<file path="src/hw/amcfg_defines.svh">
`ifndef AMCFG_DEFINES_SVH
`define AMCFG_DEFINES_SVH
// configuration memory byte addresses
`define AMCFG_ADDR_UDMA 8'h06
`define AMCFG_ADDR_PIO 8'h07
`define AMCFG_ADDR_PIN 8'h08
// byte 0x06 fields
`define AMCFG_UDMA_ATA_BIT 7
`define AMCFG_UDMA_ATAPI_BIT 6
`define AMCFG_UDMA_M4_BIT 4
`define AMCFG_UDMA_M2_BIT 2
`define AMCFG_UDMA_RSVD_MASK 8'h2B
// byte 0x07 fields
`define AMCFG_MWDMA_BIT 2
`define AMCFG_PIO4_BIT 1
`define AMCFG_PIO3_BIT 0
`define AMCFG_PIO_RSVD_MASK 8'hF8
// byte 0x08 fields
`define AMCFG_BUTTON_BIT 7
`define AMCFG_SEARCH_BIT 6
`define AMCFG_PKG_BIT 5
`define AMCFG_SHARE_BIT 4
`define AMCFG_RDYPOL_BIT 3
`define AMCFG_HSIND_BIT 2
`define AMCFG_PVPOL_BIT 1
`define AMCFG_PVEN_BIT 0
// reset values until loaded
`define AMCFG_RST_UDMA 8'h00
`define AMCFG_RST_PIO 8'h00
`define AMCFG_RST_PIN 8'h00
// mode encodings
`define AMCFG_UDMA_NONE 2'h0
`define AMCFG_UDMA_2 2'h1
`define AMCFG_UDMA_4 2'h2
`define AMCFG_PIO_0 2'h0
`define AMCFG_PIO_3 2'h1
`define AMCFG_PIO_4 2'h2
`endif

</file>
<file path="src/hw/amcfg_pkg.sv">
`default_nettype none
package amcfg_pkg;
   typedef enum {AMCFG_IDLE, AMCFG_LOAD, AMCFG_DONE} amcfg_state_t;
endpackage
`default_nettype wire

</file>
<file path="src/hw/amcfg_mode_pick.sv">
`include "amcfg_defines.svh"
`default_nettype none
module amcfg_mode_pick
   import amcfg_pkg::*;
(
   input wire logic [7:0] udma_cfg,
   input wire logic [7:0] pio_cfg,
   input wire logic is_atapi,
   input wire logic [4:0] drv_udma_sup,
   input wire logic drv_mwdma_sup,
   input wire logic [4:0] drv_pio_sup,
   output logic udma_use,
   output logic [1:0] udma_mode,
   output logic mwdma_use,
   output logic [1:0] pio_mode
);
   logic udma_allowed;
   always_comb begin
      udma_allowed = is_atapi ? udma_cfg[`AMCFG_UDMA_ATAPI_BIT]
         : udma_cfg[`AMCFG_UDMA_ATA_BIT];
      // highest common mode wins
      if (udma_allowed && udma_cfg[`AMCFG_UDMA_M4_BIT] && drv_udma_sup[4]) begin
         udma_mode = `AMCFG_UDMA_4;
      end else if (udma_allowed && udma_cfg[`AMCFG_UDMA_M2_BIT] && drv_udma_sup[2]) begin
         udma_mode = `AMCFG_UDMA_2;
      end else begin
         udma_mode = `AMCFG_UDMA_NONE;
      end
      udma_use = (udma_mode != `AMCFG_UDMA_NONE);
      mwdma_use = pio_cfg[`AMCFG_MWDMA_BIT] && drv_mwdma_sup;
      if (pio_cfg[`AMCFG_PIO4_BIT] && drv_pio_sup[4]) begin
         pio_mode = `AMCFG_PIO_4;
      end else if (pio_cfg[`AMCFG_PIO3_BIT] && drv_pio_sup[3]) begin
         pio_mode = `AMCFG_PIO_3;
      end else begin
         pio_mode = `AMCFG_PIO_0;
      end
   end
endmodule
`default_nettype wire

</file>
<file path="src/hw/amcfg_top.sv">
`include "amcfg_defines.svh"
`default_nettype none
////////////////////////////////////////////////////////////////////////////////
// Contract
// - byte 6 bit 7 allows ultra DMA with ATA drives.
// - byte 6 bit 6 allows ultra DMA with ATAPI drives reporting support.
// - run highest enabled ultra DMA mode the drive supports.
// - byte 7 bit 2 with drive support selects multiword DMA.
// - byte 7 bits 1,0 enable PIO 4 and 3; highest supported used.
// - PIO mode 0 is always enabled.
// - byte 8 bit 7 turns three pins into buttons on endpoint one IN bits.
// - byte 8 bit 6 enables fixed drive search at reset.
// - sharing input low: drive bus if byte 8 bit 4 else Hi-Z.
// - byte 8 bit 3 sets disk ready pin active level.
// - byte 8 bit 1 sets drive power valid input polarity.
// - byte 8 bit 0 enables power valid pin unless byte 8 bit 7 is set, removable drive as master.
module amcfg_top
   import amcfg_pkg::*;
(
   input wire logic sys_clk,
   input wire logic rst,
   input wire logic cfg_wr,
   input wire logic [7:0] cfg_addr,
   input wire logic [7:0] cfg_data,
   input wire logic cfg_done,
   input wire logic is_atapi,
   input wire logic [4:0] drv_udma_sup,
   input wire logic drv_mwdma_sup,
   input wire logic [4:0] drv_pio_sup,
   input wire logic bus_share_enable_input,
   input wire logic disk_ready,
   input wire logic high_speed,
   input wire logic gpio2_out,
   input wire logic gpio2_oe,
   input wire logic bus_pullup_enable_pin,
   input wire logic high_power_request_pin,
   input wire logic drive_power_valid_pin,
   output logic cfg_valid,
   output logic [7:0] transfer_udma_config,
   output logic [7:0] transfer_pio_mwdma_config,
   output logic [7:0] pin_function_config,
   output logic udma_use,
   output logic [1:0] udma_mode,
   output logic mwdma_use,
   output logic [1:0] pio_mode,
   output logic button_mode,
   output logic [2:0] endpoint_one_in_buttons,
   output logic fixed_drive_search_enable,
   output logic large_package_select,
   output logic ata_bus_drive_en,
   output logic disk_ready_pin,
   output logic speed_indicator_pin,
   output logic speed_indicator_oe,
   output logic drive_power_present,
   output logic removable_master
);
   typedef struct packed {
      amcfg_state_t state;
      logic [7:0] udma;
      logic [7:0] pio;
      logic [7:0] pin;
      logic valid;
      logic udma_use;
      logic [1:0] udma_mode;
      logic mwdma_use;
      logic [1:0] pio_mode;
      logic [2:0] buttons;
      logic bus_en;
      logic rdy;
      logic spd;
      logic spd_oe;
      logic pwr;
      logic btn;
      logic srch;
      logic pkg;
      logic rmst;
   } amcfg_regs_t;

   amcfg_regs_t r;
   amcfg_regs_t next_r;
   logic sel_udma_use;
   logic [1:0] sel_udma_mode;
   logic sel_mwdma_use;
   logic [1:0] sel_pio_mode;
   logic [7:0] live_pin;

   // a partly loaded pin byte must not steer pins before the freeze
   assign live_pin = r.valid ? r.pin : `AMCFG_RST_PIN;

   ////////////////////////////////////////////////////////////////////////////
   // a field bit under a reserved mask would be wiped on load and never work
   if (((`AMCFG_UDMA_RSVD_MASK >> `AMCFG_UDMA_ATA_BIT) & 8'h01) != 8'h00) begin : g_chk_ata
      $error("ata udma bit is masked");
   end
   if (((`AMCFG_UDMA_RSVD_MASK >> `AMCFG_UDMA_ATAPI_BIT) & 8'h01) != 8'h00) begin : g_chk_atapi
      $error("atapi udma bit is masked");
   end
   if (((`AMCFG_UDMA_RSVD_MASK >> `AMCFG_UDMA_M4_BIT) & 8'h01) != 8'h00) begin : g_chk_m4
      $error("udma mode 4 bit is masked");
   end
   if (((`AMCFG_UDMA_RSVD_MASK >> `AMCFG_UDMA_M2_BIT) & 8'h01) != 8'h00) begin : g_chk_m2
      $error("udma mode 2 bit is masked");
   end
   if (((`AMCFG_PIO_RSVD_MASK >> `AMCFG_MWDMA_BIT) & 8'h01) != 8'h00) begin : g_chk_mw
      $error("multiword dma bit is masked");
   end
   if (((`AMCFG_PIO_RSVD_MASK >> `AMCFG_PIO4_BIT) & 8'h01) != 8'h00) begin : g_chk_pio4
      $error("pio mode 4 bit is masked");
   end
   if (((`AMCFG_PIO_RSVD_MASK >> `AMCFG_PIO3_BIT) & 8'h01) != 8'h00) begin : g_chk_pio3
      $error("pio mode 3 bit is masked");
   end

   ////////////////////////////////////////////////////////////////////////////
   amcfg_mode_pick u_pick (
      .udma_cfg(r.udma),
      .pio_cfg(r.pio),
      .is_atapi(is_atapi),
      .drv_udma_sup(drv_udma_sup),
      .drv_mwdma_sup(drv_mwdma_sup),
      .drv_pio_sup(drv_pio_sup),
      .udma_use(sel_udma_use),
      .udma_mode(sel_udma_mode),
      .mwdma_use(sel_mwdma_use),
      .pio_mode(sel_pio_mode)
   );

   ////////////////////////////////////////////////////////////////////////////
   always_comb begin
      next_r = r;
      case (r.state)
         AMCFG_IDLE: begin
            if (cfg_wr) begin
               next_r.state = AMCFG_LOAD;
            end
         end
         AMCFG_LOAD: begin
            if (cfg_done) begin
               next_r.state = AMCFG_DONE;
               next_r.valid = 1'b1;
            end
         end
         AMCFG_DONE: begin
            // frozen once loaded; only reset reopens loading
         end
         default: begin
            next_r.state = AMCFG_IDLE;
         end
      endcase
      if (cfg_wr && r.state != AMCFG_DONE) begin
         if (cfg_addr == `AMCFG_ADDR_UDMA) begin
            // reserved bits dropped so they can never pick a mode
            next_r.udma = cfg_data & ~`AMCFG_UDMA_RSVD_MASK;
         end
         if (cfg_addr == `AMCFG_ADDR_PIO) begin
            next_r.pio = cfg_data & ~`AMCFG_PIO_RSVD_MASK;
         end
         if (cfg_addr == `AMCFG_ADDR_PIN) begin
            next_r.pin = cfg_data;
         end
      end
      // drive-facing outputs stay at safe defaults until loaded
      next_r.udma_use = r.valid & sel_udma_use;
      next_r.udma_mode = r.valid ? sel_udma_mode : `AMCFG_UDMA_NONE;
      next_r.mwdma_use = r.valid & sel_mwdma_use;
      next_r.pio_mode = r.valid ? sel_pio_mode : `AMCFG_PIO_0;
      if (r.valid && r.pin[`AMCFG_BUTTON_BIT]) begin
         next_r.buttons = {bus_pullup_enable_pin, high_power_request_pin, drive_power_valid_pin};
      end else begin
         next_r.buttons = 3'h0;
      end
      next_r.bus_en = !bus_share_enable_input ? live_pin[`AMCFG_SHARE_BIT] : 1'b1;
      next_r.rdy = live_pin[`AMCFG_RDYPOL_BIT] ? disk_ready : !disk_ready;
      next_r.spd = live_pin[`AMCFG_HSIND_BIT] ? high_speed : gpio2_out;
      next_r.spd_oe = gpio2_oe;
      if (!r.valid || !r.pin[`AMCFG_PVEN_BIT] || r.pin[`AMCFG_BUTTON_BIT]) begin
         next_r.pwr = 1'b0;
      end else begin
         next_r.pwr = drive_power_valid_pin ~^ r.pin[`AMCFG_PVPOL_BIT];
      end
      // status flags rise in the same cycle as cfg_valid
      next_r.btn = next_r.valid & next_r.pin[`AMCFG_BUTTON_BIT];
      next_r.srch = next_r.valid & next_r.pin[`AMCFG_SEARCH_BIT];
      next_r.pkg = next_r.valid & next_r.pin[`AMCFG_PKG_BIT];
      next_r.rmst = next_r.valid & next_r.pin[`AMCFG_PVEN_BIT];
   end

   always_ff @(posedge sys_clk) begin
      if (rst) begin
         r <= '0;
         r.state <= AMCFG_IDLE;
         r.udma <= `AMCFG_RST_UDMA;
         r.pio <= `AMCFG_RST_PIO;
         r.pin <= `AMCFG_RST_PIN;
      end else begin
         r <= next_r;
      end
   end

   ////////////////////////////////////////////////////////////////////////////
   always_comb begin
      cfg_valid = r.valid;
      transfer_udma_config = r.udma;
      transfer_pio_mwdma_config = r.pio;
      pin_function_config = r.pin;
      udma_use = r.udma_use;
      udma_mode = r.udma_mode;
      mwdma_use = r.mwdma_use;
      pio_mode = r.pio_mode;
      button_mode = r.btn;
      endpoint_one_in_buttons = r.buttons;
      fixed_drive_search_enable = r.srch;
      large_package_select = r.pkg;
      ata_bus_drive_en = r.bus_en;
      disk_ready_pin = r.rdy;
      speed_indicator_pin = r.spd;
      speed_indicator_oe = r.spd_oe;
      drive_power_present = r.pwr;
      removable_master = r.rmst;
   end
endmodule
`default_nettype wire

</file>
<file path="config.mk">
export PLATFORM = sky130hd
export DESIGN_NAME = amcfg_top
export DESIGN_NICKNAME = d
export VERILOG_FILES = /design/src/hw/amcfg_pkg.sv /design/src/hw/amcfg_mode_pick.sv /design/src/hw/amcfg_top.sv
export VERILOG_INCLUDE_DIRS = /design/src /design/src/hw
export SDC_FILE = /design/constraint.sdc
export NUM_CORES = 1
export LEC_CHECK = 0
export ABC_AREA = 0
export BUFFER_PORTS_ARGS = -buffer_cell sky130_fd_sc_hd__clkbuf_2
export CAP_MARGIN = 40
export CORE_MARGIN = 5
export CORE_UTILIZATION = 25
export DETAILED_ROUTE_END_ITERATION = 10
export GPL_ROUTABILITY_DRIVEN = 0
export PLACE_DENSITY_LB_ADDON = 0.25
export SYNTH_ARGS = -nofsm -noshare
export SYNTH_HDL_FRONTEND = slang
export SYNTH_SLANG_ARGS = --single-unit
export TNS_END_PERCENT = 100
</file>
<file path="constraint.sdc">
create_clock -name sys_clk -period 1.5 [get_ports sys_clk]
set_clock_uncertainty 0.2 [all_clocks]
set_input_delay 0.15 -clock sys_clk [delete_from_list [all_inputs] [get_ports sys_clk]]
set_output_delay 0.15 -clock sys_clk [all_outputs]
set_load 0.03 [all_outputs]
</file>
== Word-level counts from Yosys, hierarchy flattened ==
Index checks and enable logic that the tools add are counted.
Storage, ports and cells
  flip-flop bits (word level): 66
  bits of input ports: 40
  output and inout bits: 43
  logic and storage cells: 79
Operators by class
  equal/unequal tests: 8
  multiplexer cells: 16
  bitwise logic cells: 10
  reduce and logical (&&, ||, !) cells: 24
Operators by type and width (count)
  32-bit case mux with 3 select lines: 1
  32-bit two-way mux: 2
  32-bit by 1-bit == test with 1-bit output (second input constant): 1
  32-bit by 2-bit == test with 1-bit output (second input constant): 1
  32-bit logical NOT: 1
  32-bit by 3-bit inequality test with 1-bit output (second input constant): 1
  8-bit by 3-bit == test with 1-bit output (second input constant): 2
  8-bit two-way mux: 2
  1-bit logical AND: 9
  8-bit by 4-bit == test with 1-bit output (second input constant): 1
  1-bit two-way mux: 8
  1-bit bitwise AND: 6
  2-bit AND reduction: 3
  2-bit OR reduction: 3
  5-bit two-way mux: 1
  2-bit two-way mux: 2
  2-bit inequality test (second input constant): 2
  1-bit logical NOT: 3
  1-bit inverter: 3
  3-bit AND reduction: 1
  3-bit OR reduction: 1
  1-bit logical OR: 2
  2-bit nonzero test: 1
  1-bit XNOR: 1

== Logic depth before layout (Yosys ltp) ==
  word-level depth: 7
  gate-level depth with buffers: 5
  mapped depth without buffers: 4

== Modules after synthesis ==
A second synthesis with hierarchy kept.
Unflattened totals
  cells, all modules: 173
  area, all modules: 1665.3 µm²
Modules (own cells, without submodules)
  amcfg_top: instances 1, cells each 163, area an instance 1606.5 µm², sequential area each 720.7 µm²
  amcfg_mode_pick: instances 1, cells each 10, area an instance 58.8 µm², sequential area each 0.0 µm²

== Least setup slack after synthesis ==
OpenSTA, ideal clock, no wires.
  kind: flip-flop to flip-flop
  start: reg r[43] (netlist bit)
  end: reg r (netlist bit button_mode)
  data arrival time: 1.203 ns
  slack: -0.024 ns
  stages on the path, launching flop included: 6
  buffers on the path: 1
  path through: dfxtp_1 -> nand2b_1 -> and2_1 -> nand4_2 -> buf_6 -> mux2_4
Between the ends
  cells in the longest elaborated chain, start to end: 4
  elaborated cells between the ends (all ways): 6
  those cells by class: eq/ne: 2; mux: 2; bitwise: 1; reduce/logical: 1
Ends and longest elaborated chain
  start: declaration: RTL line amcfg_top.sv:79  | amcfg_regs_t r;
  start signal: assignment: RTL line amcfg_top.sv:196  | r <= next_r;
  32-bit by 3-bit inequality test with 1-bit output: RTL line amcfg_top.sv:150  | if (cfg_wr && r.state != AMCFG_DONE) begin
  1-bit logical AND: RTL line amcfg_top.sv:150
  8-bit two-way mux: RTL line amcfg_top.sv:150
  1-bit bitwise AND (*): RTL line amcfg_top.sv:182  | next_r.btn = next_r.valid & next_r.pin[`AMCFG_BUTTON_BIT];
Mark *: on every way between the ends. The rest lies on a longest branch, timed or not.
A chain may end at the register's enable or synchronous reset.

== Final worst setup path ==
  start: in cfg_done
  end: reg r (netlist bit removable_master)
Between the ends
  cells in the longest elaborated chain, start to end: 3
Ends and longest elaborated chain
  start: declaration: RTL line amcfg_top.sv:25  | input wire logic cfg_done,
  1-bit two-way mux: RTL line amcfg_top.sv:138  | if (cfg_done) begin
  1-bit two-way mux: RTL line amcfg_top.sv:131  | case (r.state)
  1-bit bitwise AND: RTL line amcfg_top.sv:185  | next_r.rmst = next_r.valid & next_r.pin[`AMCFG_PVEN_BIT];
No other way between the ends.

==> results.cfg <==
[status]
outcome = finished, final reports clean

[pwr]
clkPwrFrac = 0.366
seq_power_share = 0.510
intPower_w = 0.001449
powerDensity_nw_per_um2 = 849.9
power.share.switching = 0.2407
share_comb_of_total_power = 0.125
p_leak_nw = 1.121
ir_drop_mv = 0.3398
switchingPower_w = 0.0004595

[finish]
final_util = 0.3537
nNetsFinal = 285
area.growth.synth_to_final_pct = 37.02
layout_commonest_cell = clkbuf_2
n_antenna_cell = 0
fin_cells = 323
stdcell_area_sq_um = 2246
final_cell_mix = 67 x clkbuf_2, 35 x dfxtp_1, 22 x dlygate4sd3_1
drive_above_1_share = 0.3821

[drt]
ant_nets = 0
drtIter0Drc = 19
wl_per_cell_um = 12.11
drc = 0
dr_total_vias = 1288
firstDrtPassIters = 4
routed_wl_um = 3912
via_per_inst = 3.988

[setup_path]
cp.arrival_ns = 1.38
slowest_stage = dlygate4sd3_1
path_buf_inv = 3
critPathLaunchType = primary input
max_stage_delay_ns = 0.53
path_class = primary input to flip-flop
timing.rr.end = removable_master
endpoint_kind = flip-flop
crit_required_ns = 1.48
crit_family = buffers and inverters
path_max_fanout = 10
crit_chain = dlygate4sd3_1 -> clkbuf_2 -> nand3b_1 -> buf_4 -> a21oi_1 -> mux2_2
reg2reg_slack_ns = 0.12
worstReg2RegStart = r[44]
worstRegToRegCells = 4

[logic_synthesis]
synth_xor_area_frac = 0.01069
synth_top_family_by_area = simple AND/OR/NAND/NOR gates
yosys_warnings = 0
yosysSeqAreaShare = 0.4397
synth_compound_area_frac = 0.05038
ys.flop_type = dfxtp_1
synth_seq_cells = 36
synthDistinctLibCells = 30
synth_fa_ha_area_frac = 0
synth_cells = 168
muxShareOfSynthArea = 0.1244
synthArstFlopShare = 0
synth_edf_count = 0
syn_area_sq_um = 1639
syn-mean-instance-area_sq_um = 9.756
synth-simple-area-share = 0.2099

[die]
ios = 83
die_x_um = 90.97
core_sq_um = 6350
die_area_sq_um = 8276
core.rowCount = 29
initial_core_util = 0.2581
die_h_um = 90.97

[run]
maxCapViolCount = 0

[global_route]
grt_max_degree = 22
grt_pass1_vias = 1291
antenna_found_initial = 0
grt_use_total = 0.09621
grt_pass1_wl_um = 6341
overflow = 0

[hold_path]
hp-start = cfg_data[2]
hold_end = transfer_udma_config[2]
holdPathStages = 3
hold_path.class = primary input to flip-flop

[timing]
drv_slew = 0
final_hold_viol_count = 0
fmax_ghz = 0.7142
setup_violations = 0
fin_crit_ns = 1.400
finalCritPeriodShare = 0.9335
rsz0062_at_grt = no
whs_ns = 0.007820

[clock_network]
clkSlewWorstSetupHoldPaths_ns = 0.07
cts_buffers = 5
cts.htree.levels = 2
clkSinkCount = 36
cts_max_path_buffers = 2
clock_latency_ns = 0.28
cts_tree = yes
root_buffer = clkbuf_8
cts_setup_buffers = 0

[place]
dpl.hpwl_um = 2971
dp_cells = 293
dpl_cell_area_sq_um = 1918
port_buffers = 67
## stage by stage
stage	worst slack (ns)	total power (W)	TNS, ns
after floorplan	0.01140	0.001119	0
after global placement	-0.04246	0.001186	-0.2740
after detailed placement	-0.06668	0.001187	-0.3733
after CTS	0.01965	0.001955	0
after global routing	0.05215	0.002005	0
final	0.09977	0.001909	0
## Yosys cell counts (3+ instances only)
cell	number	area (sq um)
and3_1	5	31.28
clkbuf_1	4	15.01
nor2b_1	3	18.77
a21oi_1	13	65.06
mux2_2	3	33.78
mux2i_1	14	140.1
nor2_1	5	18.77
dfxtp_1	36	720.7
nand2_1	8	30.03
nand2b_1	22	137.6
buf_4	31	232.7
## worst min-delay path, stage by stage
cell and delay, ns:
clkbuf_2 0.08, nand2b_1 0.13, mux2i_1 0.08
## metal layers
metal / up-vias / part of all wire / wire [um] / global-route usage
met3: 5 / 0.068 / 266 / 0.03471
met1: 562 / 0.45 / 1769 / 0.1202
li1: 676 / - / - / -
met5: - / 0 / 0 / 0
met2: 45 / 0.47 / 1831 / 0.1514
met4: 0 / 0.012 / 45 / 0.03667
## final cells by class
| cell class | instances | area [sq um] |
|---|---|---|
| clock buffers | 6 | 82.58 |
| inverters | 2 | 7.507 |
| multi-input cells | 102 | 700.7 |
| well taps | 77 | 96.34 |
| fillers | 659 | 4104 |
| repair buffers | 98 | 626.9 |
| flip-flops and latches | 36 | 721.9 |
| clock inverters | 2 | 10.01 |
## power by group through the flow
stage	registers [W]	logic [W]	clock network, W
after floorplan	0.00101	0.000107	0
after global placement	0.000995	0.000192	0
after detailed placement	0.000995	0.000193	0
after CTS	0.000972	0.000240	0.000742
after global routing	0.000973	0.000261	0.000771
final	0.000973	0.000238	0.000698
## kinds of logic after synthesis
kind of cell / after synthesis
simple gates: 56
buf+inv: 38
flops: 36
mux: 19
compound gates: 16
xor+xnor: 2
other cells: 1
## flip-flops by register name, indices dropped and copies added, names as in the netlist, 2 cells and up
register / flops
udma_mode: 2
r: 2
pio_mode: 2
transfer_pio_mwdma_config: 3
endpoint_one_in_buttons: 3
pin_function_config: 8
transfer_udma_config: 4
## timing repair
action | in CTS | in global routing
cloned | 0 | 0
setup endpoints to repair | 6 | 4
hold endpoints to repair | 27 | 0
gates resized for setup | 1 | 2
hold buffers | 22 | 0
## worst max path at each step
stage	cells after the start	slack (ns)	start	endpoint
floorplan	4	0.01	cfg_valid	button_mode
global route	6	0.05	cfg_done	large_package_select
global placement	5	-0.04	cfg_addr[0]	pin_function_config[2]
detailed placement	5	-0.07	cfg_addr[0]	pin_function_config[1]
finish	6	0.1	cfg_done	removable_master
CTS	5	0.02	r[44]	pin_function_config[1]
(Power assumes the default switching activity.)
